## config.mk

```make
export PLATFORM = sky130hd
export DESIGN_NAME = pbss_top
export DESIGN_NICKNAME = d
export VERILOG_FILES = /design/src/pbss_pkg.sv /design/src/pbss_mgmt_if.sv /design/src/pbss_preamble_det.sv /design/src/pbss_top.sv
export SDC_FILE = /design/constraint.sdc
export NUM_CORES = 1
export LEC_CHECK = 0
export BUFFER_PORTS_ARGS = -buffer_cell sky130_fd_sc_hd__buf_2
export CORE_UTILIZATION = 45
export DETAILED_ROUTE_END_ITERATION = 12
export PLACE_DENSITY = 0.69
export SYNTH_ARGS = -nofsm -noshare
export SYNTH_HDL_FRONTEND = slang
export SYNTH_SLANG_ARGS = --single-unit
```

## constraint.sdc

```tcl
create_clock -name ref_clk -period 3.06 [get_ports ref_clk]
set_input_delay 0.765 -clock ref_clk [delete_from_list [all_inputs] [get_ports ref_clk]]
set_output_delay 0.765 -clock ref_clk [all_outputs]
set_load 0.01 [all_outputs]
```

## src/pbss_pkg.sv

```systemverilog
package pbss_pkg;

   // reference clock
   localparam int CLK_HZ = 50_000_000;
   localparam int CLK_PERIOD_NS = 20;

   // straps latched this long after power-up
   localparam int POWER_LATCH_MS = 167;
   localparam int POWER_LATCH_CYC = POWER_LATCH_MS * (CLK_HZ / 1000);

   // straps re-latched this long after a hard or soft reset ends
   localparam int RESET_LATCH_US = 3;
   localparam int RESET_LATCH_CYC = RESET_LATCH_US * (CLK_HZ / 1_000_000);

   // latch to output-driver turnaround, rounded up to whole cycles
   localparam int DRIVE_TURN_NS = 50;
   localparam int DRIVE_TURN_CYC =
      (DRIVE_TURN_NS + CLK_PERIOD_NS - 1) / CLK_PERIOD_NS;

   // 100 Mb/s transmit latency, in bit times of 10 ns
   localparam int TX_LAT_BITS = 6;
   localparam int BIT_TIME_NS = 10;
   localparam int TX_LAT_CYC = (TX_LAT_BITS * BIT_TIME_NS) / CLK_PERIOD_NS;

   // pin synchroniser depth; the stages after it, output flop included,
   // make up the rest of the transmit latency
   localparam int SYNC_STAGES = 2;
   localparam int TX_PIPE_CYC =
      (TX_LAT_CYC > SYNC_STAGES) ? TX_LAT_CYC - SYNC_STAGES : 1;

   // management preamble: mdio high for this many mdc cycles
   localparam int PREAMBLE_BITS = 32;
   localparam int PRE_CNT_W = 6;

   // sequencer counter wide enough for the power-up wait
   localparam int CNT_W = 24;

   // values after reset
   localparam logic STRAP_OE_RST = 1'b0;
   localparam logic STRAPS_VALID_RST = 1'b0;

   typedef enum logic [2:0]
   {
      PBSS_POWER,
      PBSS_HOLD,
      PBSS_SETTLE,
      PBSS_TURN,
      PBSS_RUN
   } pbss_state_t;

endpackage

```

## src/pbss_mgmt_if.sv

```systemverilog
`timescale 1ns/1ps
interface pbss_mgmt_if;
   logic enable;
   logic mdc_rise;
   logic mdio_bit;
   logic preamble_seen;

   modport det
   (
      input enable,
      input mdc_rise,
      input mdio_bit,
      output preamble_seen
   );

   modport seq
   (
      output enable,
      output mdc_rise,
      output mdio_bit,
      input preamble_seen
   );
endinterface

```

## src/pbss_preamble_det.sv

```systemverilog
`timescale 1ns/1ps
module pbss_preamble_det
   import pbss_pkg::*;
(
   input wire logic ref_clk,
   input wire logic reset,
   pbss_mgmt_if.det mgmt
);

   logic [PRE_CNT_W-1:0] ones_reg;
   logic seen_reg;

   // counts consecutive high mdio bits on mdc rising edges, saturating
   always_ff @(posedge ref_clk)
   begin
      if (reset || !mgmt.enable)
      begin
         ones_reg <= '0;
      end
      else if (mgmt.mdc_rise)
      begin
         if (!mgmt.mdio_bit)
         begin
            ones_reg <= '0;
         end
         else if (ones_reg != PRE_CNT_W'(PREAMBLE_BITS))
         begin
            ones_reg <= ones_reg + PRE_CNT_W'(1);
         end
      end
   end

   // once seen the flag holds until the detector is disabled by a reset
   always_ff @(posedge ref_clk)
   begin
      if (reset || !mgmt.enable)
      begin
         seen_reg <= 1'b0;
      end
      else if (ones_reg == PRE_CNT_W'(PREAMBLE_BITS))
      begin
         seen_reg <= 1'b1;
      end
   end

   assign mgmt.preamble_seen = seen_reg;

endmodule

```

## src/pbss_top.sv

```systemverilog
`timescale 1ns/1ps
module pbss_top
   import pbss_pkg::*;
#(
   parameter int STRAP_W = 8,
   parameter int POWER_CYC = POWER_LATCH_CYC
)
(
   input wire logic ref_clk,
   input wire logic reset,
   input wire logic hard_reset_n,
   input wire logic soft_reset,
   input wire logic [STRAP_W-1:0] strap_in,
   input wire logic [STRAP_W-1:0] func_out,
   output logic [STRAP_W-1:0] strap_out,
   output logic [STRAP_W-1:0] strap_oe,
   output logic [STRAP_W-1:0] strap_value,
   output logic straps_valid,
   input wire logic mdc,
   input wire logic mdio_in,
   output logic mgmt_ready,
   input wire logic speed_100,
   input wire logic tx_clk,
   input wire logic tx_en,
   output logic line_tx_active
);

   localparam int PIN_W = STRAP_W + 6;

   logic [PIN_W-1:0] pin_raw;
   logic [PIN_W-1:0] sync1_reg;
   logic [PIN_W-1:0] sync2_reg;
   logic hard_n_s;
   logic mdc_s;
   logic mdio_s;
   logic tx_clk_s;
   logic tx_en_s;
   logic speed_s;
   logic [STRAP_W-1:0] strap_s;
   logic mdc_prev_reg;
   logic tx_clk_prev_reg;
   logic in_reset;

   pbss_state_t state_reg;
   logic [CNT_W-1:0] cnt_reg;
   logic latch_now;
   logic drive_now;

   logic [STRAP_W-1:0] strap_value_reg;
   logic straps_valid_reg;
   logic [STRAP_W-1:0] strap_oe_reg;
   logic [STRAP_W-1:0] strap_out_reg;
   logic mgmt_ready_reg;

   logic tx_level_reg;
   logic tx_en_prev_reg;
   logic tx_rise;
   logic tx_level_next;
   logic [TX_PIPE_CYC-1:0] tx_pipe_reg;

   pbss_mgmt_if mgmt ();

   // every pin from outside except reset, soft_reset and func_out passes two flops before any logic reads it
   assign pin_raw = {strap_in, speed_100, tx_en, tx_clk, mdio_in, mdc,
                     hard_reset_n};

   // ones after reset: hard reset reads released, no false clock rise
   always_ff @(posedge ref_clk)
   begin
      if (reset)
      begin
         sync1_reg <= '1;
         sync2_reg <= '1;
      end
      else
      begin
         sync1_reg <= pin_raw;
         sync2_reg <= sync1_reg;
      end
   end

   assign hard_n_s = sync2_reg[0];
   assign mdc_s = sync2_reg[1];
   assign mdio_s = sync2_reg[2];
   assign tx_clk_s = sync2_reg[3];
   assign tx_en_s = sync2_reg[4];
   assign speed_s = sync2_reg[5];
   assign strap_s = sync2_reg[PIN_W-1:6];

   always_ff @(posedge ref_clk)
   begin
      if (reset)
      begin
         mdc_prev_reg <= 1'b1;
         tx_clk_prev_reg <= 1'b1;
         tx_en_prev_reg <= 1'b0;
      end
      else
      begin
         mdc_prev_reg <= mdc_s;
         tx_clk_prev_reg <= tx_clk_s;
         tx_en_prev_reg <= tx_en_s;
      end
   end

   // hard pin and soft request both hold the sequence while asserted
   assign in_reset = !hard_n_s || soft_reset;

   assign latch_now = (state_reg == PBSS_POWER || state_reg == PBSS_SETTLE)
                      && (cnt_reg == '0) && !in_reset;
   assign drive_now = (state_reg == PBSS_TURN) && (cnt_reg == '0)
                      && !in_reset;

   // sequencer: power wait or reset wait, latch, turnaround, run
   always_ff @(posedge ref_clk)
   begin
      if (reset)
      begin
         state_reg <= PBSS_POWER;
         cnt_reg <= CNT_W'(POWER_CYC - 1);
      end
      else if (in_reset)
      begin
         state_reg <= PBSS_HOLD;
         cnt_reg <= CNT_W'(RESET_LATCH_CYC - 1);
      end
      else
      begin
         unique case (state_reg)
            PBSS_POWER, PBSS_SETTLE:
            begin
               if (cnt_reg == '0)
               begin
                  state_reg <= PBSS_TURN;
                  cnt_reg <= CNT_W'(DRIVE_TURN_CYC - 1);
               end
               else
               begin
                  cnt_reg <= cnt_reg - CNT_W'(1);
               end
            end
            PBSS_HOLD:
            begin
               // count already loaded; release starts the settle wait
               state_reg <= PBSS_SETTLE;
               cnt_reg <= cnt_reg - CNT_W'(1);
            end
            PBSS_TURN:
            begin
               if (cnt_reg == '0)
               begin
                  state_reg <= PBSS_RUN;
               end
               else
               begin
                  cnt_reg <= cnt_reg - CNT_W'(1);
               end
            end
            PBSS_RUN:
            begin
               state_reg <= PBSS_RUN;
            end
         endcase
      end
   end

   // strap capture; the old value stays visible but marked invalid in reset
   always_ff @(posedge ref_clk)
   begin
      if (reset)
      begin
         strap_value_reg <= '0;
         straps_valid_reg <= STRAPS_VALID_RST;
      end
      else if (in_reset)
      begin
         straps_valid_reg <= 1'b0;
      end
      else if (latch_now)
      begin
         strap_value_reg <= strap_s;
         straps_valid_reg <= 1'b1;
      end
   end

   // pins released while in reset so the resistors can set the levels
   always_ff @(posedge ref_clk)
   begin
      if (reset || in_reset)
      begin
         strap_oe_reg <= {STRAP_W{STRAP_OE_RST}};
      end
      else if (drive_now)
      begin
         strap_oe_reg <= '1;
      end
   end

   always_ff @(posedge ref_clk)
   begin
      if (reset)
      begin
         strap_out_reg <= '0;
      end
      else
      begin
         strap_out_reg <= func_out;
      end
   end

   // preamble is only honoured once the stabilization wait is over
   assign mgmt.enable = straps_valid_reg && !in_reset;
   assign mgmt.mdc_rise = mdc_s && !mdc_prev_reg;
   assign mgmt.mdio_bit = mdio_s;

   pbss_preamble_det u_det
   (
      .ref_clk(ref_clk),
      .reset(reset),
      .mgmt(mgmt)
   );

   always_ff @(posedge ref_clk)
   begin
      if (reset)
      begin
         mgmt_ready_reg <= 1'b0;
      end
      else
      begin
         mgmt_ready_reg <= mgmt.enable && mgmt.preamble_seen;
      end
   end

   // hold time at the pin is zero, so enable is taken from the sample
   // before the rise; the mac must have it settled a reference cycle early
   assign tx_rise = tx_clk_s && !tx_clk_prev_reg;
   assign tx_level_next = tx_rise ? tx_en_prev_reg
                          : tx_level_reg;

   always_ff @(posedge ref_clk)
   begin
      if (reset)
      begin
         tx_level_reg <= 1'b0;
      end
      else
      begin
         tx_level_reg <= tx_level_next;
      end
   end

   // synchroniser latency counts toward the six bit times and the last
   // stage is the output flop; the edge is only resolved to one cycle
   always_ff @(posedge ref_clk)
   begin
      if (reset)
      begin
         tx_pipe_reg <= '0;
      end
      else
      begin
         tx_pipe_reg[0] <= tx_level_next && speed_s
                           && (state_reg == PBSS_RUN);
         for (int i = 1; i < TX_PIPE_CYC; i++)
         begin
            tx_pipe_reg[i] <= tx_pipe_reg[i-1];
         end
      end
   end

   assign strap_out = strap_out_reg;
   assign strap_oe = strap_oe_reg;
   assign strap_value = strap_value_reg;
   assign straps_valid = straps_valid_reg;
   assign mgmt_ready = mgmt_ready_reg;
   assign line_tx_active = tx_pipe_reg[TX_PIPE_CYC-1];

endmodule

```

Yosys cells after proc, flatten, opt, wreduce, memory -nomap -nowiden
Cells that the tools add are included.

storage, ports and cells
  bits of input ports = 25
  bits in registers = 86
  word-level logic and storage cells = 76

operators by class
  eq/ne operators = 13
  reductions and logical operators = 31
  multiplexer cells = 11
  $add $sub $neg = 2
  bitwise logic cells = 1

operators by type and width
  cell                                                  number
  case mux 24 bit (3 select lines)                      1
  two-way mux 24 bit                                    2
  logical NOT 24 bit                                    1
  subtractor 24 x 1 -> 24 bit (second input constant)   1
  two-way mux 23 bit                                    1
  two-way mux 6 bit                                     2
  case mux 3 bit (4 select lines)                       1
  AND reduction 2 bit                                   6
  logical AND 1 bit                                     10
  inequality test 3 bit (second input constant)         3
  adder 6 x 1 -> 6 bit (second input constant)          1
  equality test 3 x 2 -> 1 bit (second input constant)  2
  equality test 6 bit (second input constant)           1
  two-way mux 3 bit                                     2
  inequality test 2 bit (second input constant)         3
  inequality test 6 bit (second input constant)         1
  logical NOT 1 bit                                     5
  logical OR 1 bit                                      4
  nonzero test 4 bit                                    1
  OR reduction 2 bit                                    2
  equality test 3 x 1 -> 1 bit (second input constant)  1
  equality test 3 bit (second input constant)           1
  logical NOT 3 bit                                     1
  nonzero test 3 bit                                    1
  other kinds (3)                                       4

Longest topological paths before layout
Gate-level depths: netlist (run 1).

  depth in word-level cells = 6
  mapped depth = 9
  mapped depth without buffers = 7

Cells and area by module
Synthesis (run 1) repeated with hierarchy kept, for this count alone.

unflattened totals
  cells, all modules = 367
  area, all modules = 3455.8 um^2

modules (own cells, without submodules)
  module             seq. area each (um^2)  instances  area an instance (um^2)  cells an instance
  pbss_top           1581.5                 1          3076.7                   322
  pbss_preamble_det  140.1                  1          379.1                    45

Worst setup path before layout (run 1)
OpenSTA, ideal clock, no wires.

  kind = register -> register
  from = reg cnt_reg[16]
  to = reg cnt_reg[22]
  data required time = 2938 ps
  cell stages (with the launch flop) = 6
  library setup time = 122 ps
  path slack = 881 ps
  data arrival time = 2057 ps
  cell sequence = dfxtp_1 or3_1 buf_6 or4_1 or4_1 a311o_1

on the way
  word-level cells in the longest chain between the ends = 4

ends and longest elaborated chain
  item                                                                      RTL line                          RTL
  start: declaration                                                        pbss_top.sv:45                    logic [CNT_W-1:0] cnt_reg;
  start signal: assignment                                                  pbss_top.sv:120                   cnt_reg <= CNT_W'(POWER_CYC - 1);
  start signal: assignment                                                  pbss_top.sv:125                   cnt_reg <= CNT_W'(RESET_LATCH_CYC - 1);
  start signal: assignment                                                  pbss_top.sv:135                   cnt_reg <= CNT_W'(DRIVE_TURN_CYC - 1);
  subtractor 24 x 1 -> 24 bit / logical NOT 24 bit (equally long branches)  -
  two-way mux 24 bit (on tied branches)                                     pbss_top.sv:150, pbss_top.sv:132
  case mux 24 bit (3 select lines)                                          pbss_top.sv:129                   unique case (state_reg)
  two-way mux 23 bit                                                        pbss_top.sv:122                   else if (in_reset)

Several ways; a longest one is shown, not always the timed one. The select of a mux whose other input is x is not followed.
A chain may end at the register's enable or synchronous reset.

Worst setup path after layout (run 1)
  from = reg cnt_reg[14]
  to = reg cnt_reg[13]

on the way
  word-level cells in the longest chain between the ends = 4

ends and longest elaborated chain
  item                              RTL line                          RTL
  logical NOT 24 bit (*)            pbss_top.sv:132, pbss_top.sv:150
  two-way mux 24 bit                pbss_top.sv:132                   if (cnt_reg == '0)
  case mux 24 bit (3 select lines)  pbss_top.sv:129
  two-way mux 23 bit                pbss_top.sv:122

Every way passes the cells marked *; elsewhere a longest branch is shown, timed or not.

==> results of run 1 <==
-- power by group through the flow --
| stage | clock network, mW | registers, mW | logic, mW |
|---|---|---|---|
| after global routing | 0.853 | 1.20 | 0.139 |
| after detailed placement | 0 | 1.22 | 0.125 |
| after floorplan | 0 | 1.21 | 0.0837 |
| after CTS | 0.800 | 1.19 | 0.126 |
| after global placement | 0 | 1.21 | 0.122 |
| final | 0.785 | 1.19 | 0.125 |
-- placed cells by master (no fill, tap or decap), types with 10 or more instances in the layout --
cell type  synthesis  routed
a21oi_1           27      27
buf_2              5      51
dfxtp_1           86      86
nand2_1           22      22
nand3_1           14      14
nor2_1            18      18
nor2b_1           12      12
nor3_1            11      11
o21ai_0           10      10
or2_2             31      31
-- worst max-delay path by stage --
| stage | depth (start not counted) | endpoint | from | slack [ns] |
|---|---|---|---|---|
| 6_report | 5 | cnt_reg[13] | cnt_reg[14] | 0.44 |
| 5_1_grt | 7 | cnt_reg[21] | cnt_reg[0] | 0.31 |
| 4_1_cts | 5 | cnt_reg[21] | cnt_reg[14] | 0.49 |
| 3_5_place_dp | 5 | cnt_reg[21] | cnt_reg[14] | 0.50 |
| 3_3_place_gp | 5 | cnt_reg[13] | cnt_reg[14] | 0.60 |
| 2_1_floorplan | 5 | cnt_reg[22] | cnt_reg[16] | 0.88 |
-- per-layer routing --
metal / up-vias / share of wire / global-route usage
li1: 1362 / - / -
met1: 1254 / 0.47 / 0.237
met2: 66 / 0.47 / 0.307
met3: 12 / 0.039 / 0.0416
met4: 0 / 0.017 / 0.0736
met5: - / 0 / 0
-- worst max-delay path, delay by kind of cell, from the launching register on --
family	cells	cell delay, ns
flops	1	0.35
simple gates	2	1.00
compound gates	3	1.16
-- kinds of logic (layout without fill, tap and decap cells) --
group                      after synthesis  count (layout)  share of synthesized area
adders and majority gates                4               4                     0.0146
AOI/OAI and AO/OA                       75              75                      0.150
DFF                                     86              86                      0.504
muxes                                    2               2                    0.00622
and+or+nand+nor                        157             157                      0.264
xor gates and xnor gates                 6               6                     0.0154
buffers and inverters                   30              77                     0.0458
-- per-stage QoR --
stage | utilization | worst slack (ns) | total power, mW | cells | hold slack [ns]
floorplan | - | 0.881 | 1.30 | 360 | 0.389
global placement | 0.506 | 0.601 | 1.33 | 490 | 0.392
detailed placement | 0.506 | 0.501 | 1.34 | 490 | 0.393
CTS | 0.533 | 0.490 | 2.11 | 506 | 0.418
global route | 0.533 | 0.315 | 2.19 | 506 | 0.437
finish | 0.533 | 0.437 | 2.10 | 506 | 0.416
-- area by class of cell --
| class | instances | share of cell area |
|---|---|---|
| flip-flops and latches | 86 | 0.443 |
| well taps | 99 | 0.0319 |
| clock inverters | 7 | 0.0187 |
| repair buffers | 55 | 0.0734 |
| clock buffers | 9 | 0.0319 |
| inverters | 6 | 0.00579 |
| multi-input cells | 244 | 0.396 |
==> impl_metrics.xml, run 1 <==
<?xml version="1.0" encoding="UTF-8"?>
<metrics>
  <group name="outcome">
    <metric name="outcome" unit="">finished clean</metric>
  </group>
  <group name="place">
    <metric name="dp_hpwl" unit="um">4640</metric>
    <metric name="io_buffer_count" unit="">51</metric>
    <metric name="detailed_place.area" unit="um2">3690</metric>
    <metric name="place_congestion" unit="">0.809</metric>
  </group>
  <group name="yosys">
    <metric name="synthDistinctLibCells" unit="">49</metric>
    <metric name="netlist_instances" unit="">360</metric>
    <metric name="syn_area" unit="um2">3420</metric>
    <metric name="yosysSeqAreaShare" unit="">0.504</metric>
    <metric name="synth_top_cell_by_area" unit="">dfxtp_1</metric>
    <metric name="synthesized_net_count" unit="">389</metric>
    <metric name="synth-edff-count" unit="">0</metric>
    <metric name="synth_largest_type_area_fraction" unit="">0.504</metric>
    <metric name="synth-async-reset-ratio" unit="">0</metric>
    <metric name="synth_commonest_cells" unit="">86 x dfxtp_1, 31 x or2_2, 27 x a21oi_1, 22 x nand2_1, 18 x nor2_1</metric>
    <metric name="total_of_warnings_raised_by_yosys" unit="">0</metric>
    <metric name="syn-mean-instance-area" unit="um2">9.49</metric>
    <metric name="synth_area_leaders" unit="">dfxtp_1 50%, or2_2 5.7%, a21oi_1 4.0%</metric>
    <metric name="yosys_register_bits" unit="">86</metric>
    <metric name="ys_dominant_reg_cell" unit="">dfxtp_1</metric>
    <metric name="post-synth-top-count-cell" unit="">dfxtp_1</metric>
  </group>
  <group name="timing">
    <metric name="tightest_slew" unit="ns">0.647</metric>
    <metric name="fin_crit_sh" unit="">0.857</metric>
    <metric name="slew_headroom" unit="">0.565</metric>
    <metric name="finalWorstPathRequiredPeriod" unit="ns">2.62</metric>
    <metric name="fin_tns_setup" unit="ns">0</metric>
    <metric name="slew_viol_final" unit="">0</metric>
    <metric name="grt_setup_unrepaired" unit="">no</metric>
    <metric name="finalHoldViolations" unit="">0</metric>
    <metric name="setup-violations-final" unit="">0</metric>
    <metric name="achievable-frequency" unit="MHz">381</metric>
    <metric name="fin_worst_skew" unit="ns">0.0208</metric>
  </group>
  <group name="worst_hold_path">
    <metric name="hp-class" unit="">register to register</metric>
    <metric name="hold_path_depth" unit="">1</metric>
    <metric name="hp-start" unit="">sync1_reg[5]</metric>
    <metric name="hold-path-endpoint" unit="">sync2_reg[5]</metric>
  </group>
  <group name="grt">
    <metric name="global_route_usage_over_all_layers" unit="">0.186</metric>
    <metric name="globalRoute.totalOverflow" unit="">0</metric>
    <metric name="antenna_found_initial" unit="">0</metric>
    <metric name="grt_pass1_vias" unit="">2484</metric>
    <metric name="grt_start_max_net_pins" unit="">56</metric>
    <metric name="grt_first_pass_wirelength" unit="um">11300</metric>
  </group>
  <group name="worst_setup_path">
    <metric name="critical_path.endpoint_type" unit="">register</metric>
    <metric name="critPathMaxFanout" unit="">15</metric>
    <metric name="master_of_the_slowest_instance_on_the_critical_path" unit="">o31ai_4</metric>
    <metric name="crit_required" unit="ns">3.32</metric>
    <metric name="timing.reg2reg.worst_path_depth" unit="">5</metric>
    <metric name="worstSetupStartpointType" unit="">register</metric>
    <metric name="crit_chain" unit="">nor4_1, nand4_1, o31ai_4, o22ai_1, a211o_1</metric>
    <metric name="regToRegEndpoint" unit="">cnt_reg[13]</metric>
    <metric name="critical_path.max_stage_delay" unit="ns">0.67</metric>
    <metric name="worstReg2RegStart" unit="">cnt_reg[14]</metric>
    <metric name="critPathArrivalTime" unit="ns">2.88</metric>
    <metric name="criticalPathCategory" unit="">register to register</metric>
    <metric name="reg2reg_slack" unit="ns">0.44</metric>
  </group>
  <group name="pwr">
    <metric name="internal_power" unit="mW">1.54</metric>
    <metric name="pwr_density_cell" unit="nW/um2">540</metric>
    <metric name="cellLeakagePower" unit="nW">1.54</metric>
    <metric name="p_sw_frac" unit="">0.265</metric>
    <metric name="vdd.ir_drop.worst" unit="mV">0.326</metric>
    <metric name="power.net_switching" unit="mW">0.557</metric>
    <metric name="combPwrFrac" unit="">0.060</metric>
    <metric name="power.share.sequential" unit="">0.567</metric>
    <metric name="clockPowerShare" unit="">0.374</metric>
  </group>
  <group name="die">
    <metric name="initial_utilization" unit="">0.469</metric>
    <metric name="io_pins" unit="">52</metric>
    <metric name="rows" unit="">31</metric>
    <metric name="die-area" unit="um2">7950</metric>
    <metric name="core" unit="um2">7290</metric>
    <metric name="floorplan.die.height" unit="um">89.1</metric>
    <metric name="die_width" unit="um">89.1</metric>
  </group>
  <group name="drt">
    <metric name="drt-pass1-iter-count" unit="">4</metric>
    <metric name="avgViaCountPerCell" unit="">5.32</metric>
    <metric name="drc" unit="">0</metric>
    <metric name="routed_wl" unit="um">6890</metric>
    <metric name="route.vias.total" unit="">2694</metric>
    <metric name="dr.first_iter.drc_count" unit="">109</metric>
    <metric name="drt.antenna.violating_nets" unit="">0</metric>
    <metric name="wl_per_cell" unit="um">13.6</metric>
  </group>
  <group name="finish">
    <metric name="final_net_count" unit="">431</metric>
    <metric name="seq_area" unit="um2">1720</metric>
    <metric name="final_layout_size_suffix_gt1_frac" unit="">0.278</metric>
    <metric name="layout.cell_area.non_filler" unit="um2">3890</metric>
    <metric name="fillerInstances" unit="">711</metric>
    <metric name="number_of_flip_flops_under_the_largest_register_name" unit="">24</metric>
    <metric name="area_growth" unit="%">13.8</metric>
    <metric name="insertedDiodeCount" unit="">0</metric>
    <metric name="multi_input_area" unit="um2">1540</metric>
  </group>
  <group name="clock_tree">
    <metric name="clock_insertion_delay_worst_skew" unit="ns">0.37</metric>
    <metric name="hold_bufs_inserted_after_cts" unit="">0</metric>
    <metric name="clkTransAtPathRegs" unit="ns">0.10</metric>
    <metric name="cts_resized" unit="">0</metric>
    <metric name="clockBufferDepth" unit="">2</metric>
    <metric name="htree_levels" unit="">3</metric>
    <metric name="post_cts.repair.setup_buffers" unit="">0</metric>
    <metric name="cts-buffers-inserted" unit="">9</metric>
    <metric name="clock-sinks" unit="">86</metric>
    <metric name="tritoncts" unit="">built</metric>
    <metric name="ctsRootBufferMaster" unit="">clkbuf_8</metric>
  </group>
  <group name="flow_run">
    <metric name="max_cap_viol_count" unit="">0</metric>
  </group>
</metrics>
Power figures use the tool's default switching activity.
==> inputs of run 2 (changes only) <==
- clock period: 3.06 -> 2.7 ns (I/O delays scaled with it)
==> run 2 against run 1 <==
Effect of this change:
- register-to-register slack worse by 0.04 ns
- sequential cell count did not move
- clock skew fell by 0.0099 ns
- combinational power grew 21%
- sequential share of layout area is 0.55 points lower
- setup slack got worse by 0.042 ns
- final area grew 1.3%
- wire length decreased by 0.74%
- global-route usage rose by 0.13 points
- largest power group unchanged
- die area did not move
- clock power up 9.2%
- power is 12% higher
==> impl_metrics.xml, run 2 (same netlist as run 1, synthesis figures left out) <==
<?xml version="1.0" encoding="UTF-8"?>
<metrics>
  <group name="outcome">
    <metric name="outcome" unit="">finished clean</metric>
  </group>
  <group name="place">
    <metric name="io_buffer_count" unit="">51</metric>
    <metric name="dp_hpwl" unit="um">4560</metric>
    <metric name="place_congestion" unit="">0.786</metric>
    <metric name="pre_cts_slack" unit="ns">0.210</metric>
  </group>
  <group name="timing">
    <metric name="finalHoldViolations" unit="">0</metric>
    <metric name="slew_headroom" unit="">0.556</metric>
    <metric name="slew_viol_final" unit="">0</metric>
    <metric name="fin_worst_skew" unit="ns">0.0109</metric>
    <metric name="setup-violations-final" unit="">0</metric>
    <metric name="grt_setup_unrepaired" unit="">no</metric>
    <metric name="fin_crit_sh" unit="">0.854</metric>
    <metric name="fin_tns_setup" unit="ns">0</metric>
    <metric name="finalWorstPathRequiredPeriod" unit="ns">2.30</metric>
    <metric name="final_critical_path_setup_slack" unit="ns">0.395</metric>
    <metric name="tightest_slew" unit="ns">0.664</metric>
    <metric name="achievable-frequency" unit="MHz">434</metric>
  </group>
  <group name="finish">
    <metric name="final_cell_mix" unit="">86 x dfxtp_1, 51 x buf_2, 31 x or2_2</metric>
    <metric name="number_of_flip_flops_under_the_largest_register_name" unit="">24</metric>
    <metric name="insertedDiodeCount" unit="">0</metric>
    <metric name="area_growth" unit="%">15.2</metric>
    <metric name="final_net_count" unit="">437</metric>
    <metric name="final_layout_size_suffix_gt1_frac" unit="">0.288</metric>
    <metric name="most_common_cell_after_layout_fill_and_taps_aside" unit="">dfxtp_1</metric>
  </group>
  <group name="die">
    <metric name="die-area" unit="um2">7950</metric>
    <metric name="io_pins" unit="">52</metric>
    <metric name="rows" unit="">31</metric>
    <metric name="die_width" unit="um">89.1</metric>
    <metric name="initial_utilization" unit="">0.469</metric>
    <metric name="floorplan.die.height" unit="um">89.1</metric>
    <metric name="core" unit="um2">7290</metric>
  </group>
  <group name="clock_tree">
    <metric name="cts-buffers-inserted" unit="">9</metric>
    <metric name="tritoncts" unit="">built</metric>
    <metric name="clock-sinks" unit="">86</metric>
    <metric name="htree_levels" unit="">3</metric>
    <metric name="ctsRootBufferMaster" unit="">clkbuf_8</metric>
    <metric name="clock_insertion_delay_worst_skew" unit="ns">0.36</metric>
    <metric name="clockBufferDepth" unit="">2</metric>
    <metric name="clkTransAtPathRegs" unit="ns">0.09</metric>
    <metric name="hold_bufs_inserted_after_cts" unit="">0</metric>
    <metric name="cts_resized" unit="">0</metric>
    <metric name="post_cts.repair.setup_buffers" unit="">0</metric>
  </group>
  <group name="pwr">
    <metric name="vdd.ir_drop.worst" unit="mV">0.420</metric>
    <metric name="fin_total_pwr" unit="mW">2.36</metric>
    <metric name="cellLeakagePower" unit="nW">1.56</metric>
    <metric name="pwr_density_cell" unit="nW/um2">598</metric>
  </group>
  <group name="drt">
    <metric name="drt.antenna.violating_nets" unit="">0</metric>
    <metric name="wl_per_cell" unit="um">13.4</metric>
    <metric name="drt-pass1-iter-count" unit="">4</metric>
    <metric name="avgViaCountPerCell" unit="">5.24</metric>
    <metric name="routed_wl" unit="um">6840</metric>
    <metric name="dr.first_iter.drc_count" unit="">139</metric>
    <metric name="drc" unit="">0</metric>
    <metric name="route.vias.total" unit="">2685</metric>
  </group>
  <group name="grt">
    <metric name="grt_first_pass_wirelength" unit="um">11200</metric>
    <metric name="globalRoute.totalOverflow" unit="">0</metric>
    <metric name="global_route_usage_over_all_layers" unit="">0.187</metric>
    <metric name="grt_start_max_net_pins" unit="">63</metric>
    <metric name="antenna_found_initial" unit="">0</metric>
    <metric name="grt_pass1_vias" unit="">2440</metric>
  </group>
  <group name="worst_setup_path">
    <metric name="master_of_the_slowest_instance_on_the_critical_path" unit="">or4_1</metric>
    <metric name="crit_required" unit="ns">2.96</metric>
    <metric name="critPathMaxFanout" unit="">9</metric>
    <metric name="cpMostUsedCell" unit="">or4_1</metric>
    <metric name="worstSetupStartpointType" unit="">register</metric>
    <metric name="path_delay_family" unit="">simple AND/OR/NAND/NOR gates</metric>
    <metric name="critPathArrivalTime" unit="ns">2.56</metric>
    <metric name="crit_chain" unit="">or3_1, buf_4, or4_1, or4_1, a311o_1</metric>
    <metric name="critical_path.max_stage_delay" unit="ns">0.51</metric>
    <metric name="critical_path.endpoint_type" unit="">register</metric>
    <metric name="critical_path.n_buffers_inverters" unit="">1</metric>
    <metric name="reg2reg_slack" unit="ns">0.40</metric>
    <metric name="criticalPathCategory" unit="">register to register</metric>
  </group>
  <group name="worst_hold_path">
    <metric name="hp-class" unit="">register to register</metric>
  </group>
  <group name="flow_run">
    <metric name="max_cap_viol_count" unit="">0</metric>
  </group>
</metrics>
==> run 2: cell types whose count changed in the layout (fill, tap and decap cells not counted) <==
cell | before | now
clkinvlp_4 | 1 | 2
buf_4 | 4 | 9
clkinv_8 | 1 | 0
inv_6 | 3 | 2
buf_12 | 0 | 1
clkinv_4 | 0 | 1
==> run 2: layout make-up <==
cell class | count | area [um2]
clock buffer | 9 | 124
clock inverter | 7 | 63.8
fill | 716 | 3350
inverter | 6 | 22.5
multi-input combinational | 244 | 1540
sequential | 86 | 1720
tap | 99 | 124
timing repair buffer | 61 | 343
==> run 2: routing by layer <==
metal / share of wire / wire length [um] / track usage / up-vias
li1: - / - / - / 1374
met2: 0.48 / 3270 / 0.311 / 45
met4: 0.019 / 133 / 0.0909 / 0
met5: 0 / 0 / 0 / -
met3: 0.034 / 233 / 0.0342 / 11
met1: 0.47 / 3210 / 0.236 / 1255
==> run 2: report_power, final <==
part | internal, mW | switching [mW]
Clock | 0.355 | 0.503
Combinational | 0.0758 | 0.0752
Sequential | 1.32 | 0.0315
==> run 2: through the flow <==
stage | util | instances | hold WS [ns] | instance area (um2)
after CTS | 0.535 | 509 | 0.415 | 3900
after global routing | 0.540 | 512 | 0.424 | 3940
final | 0.540 | 512 | 0.414 | 3940
after global placement | 0.509 | 493 | 0.391 | 3710
after detailed placement | 0.509 | 493 | 0.393 | 3710
after floorplan | - | 360 | 0.389 | 3420
==> run 2: worst register-to-register path, cell delays in order (launching register included) <==
cell	delay (ns)
dfxtp_1	0.37
or3_1	0.42
buf_4	0.18
or4_1	0.38
or4_1	0.51
a311o_1	0.35
==> run 2: path summary, 6_finish.rpt <==
| check | startpoint | cells after the start | endpoint |
|---|---|---|---|
| worst max-delay path | cnt_reg[16] | 5 | cnt_reg[22] |
| worst min-delay path | sync1_reg[3] | 1 | sync2_reg[3] |
| worst max register to register | cnt_reg[16] | 5 | cnt_reg[22] |
| worst min register to register | sync1_reg[3] | 1 | sync2_reg[3] |
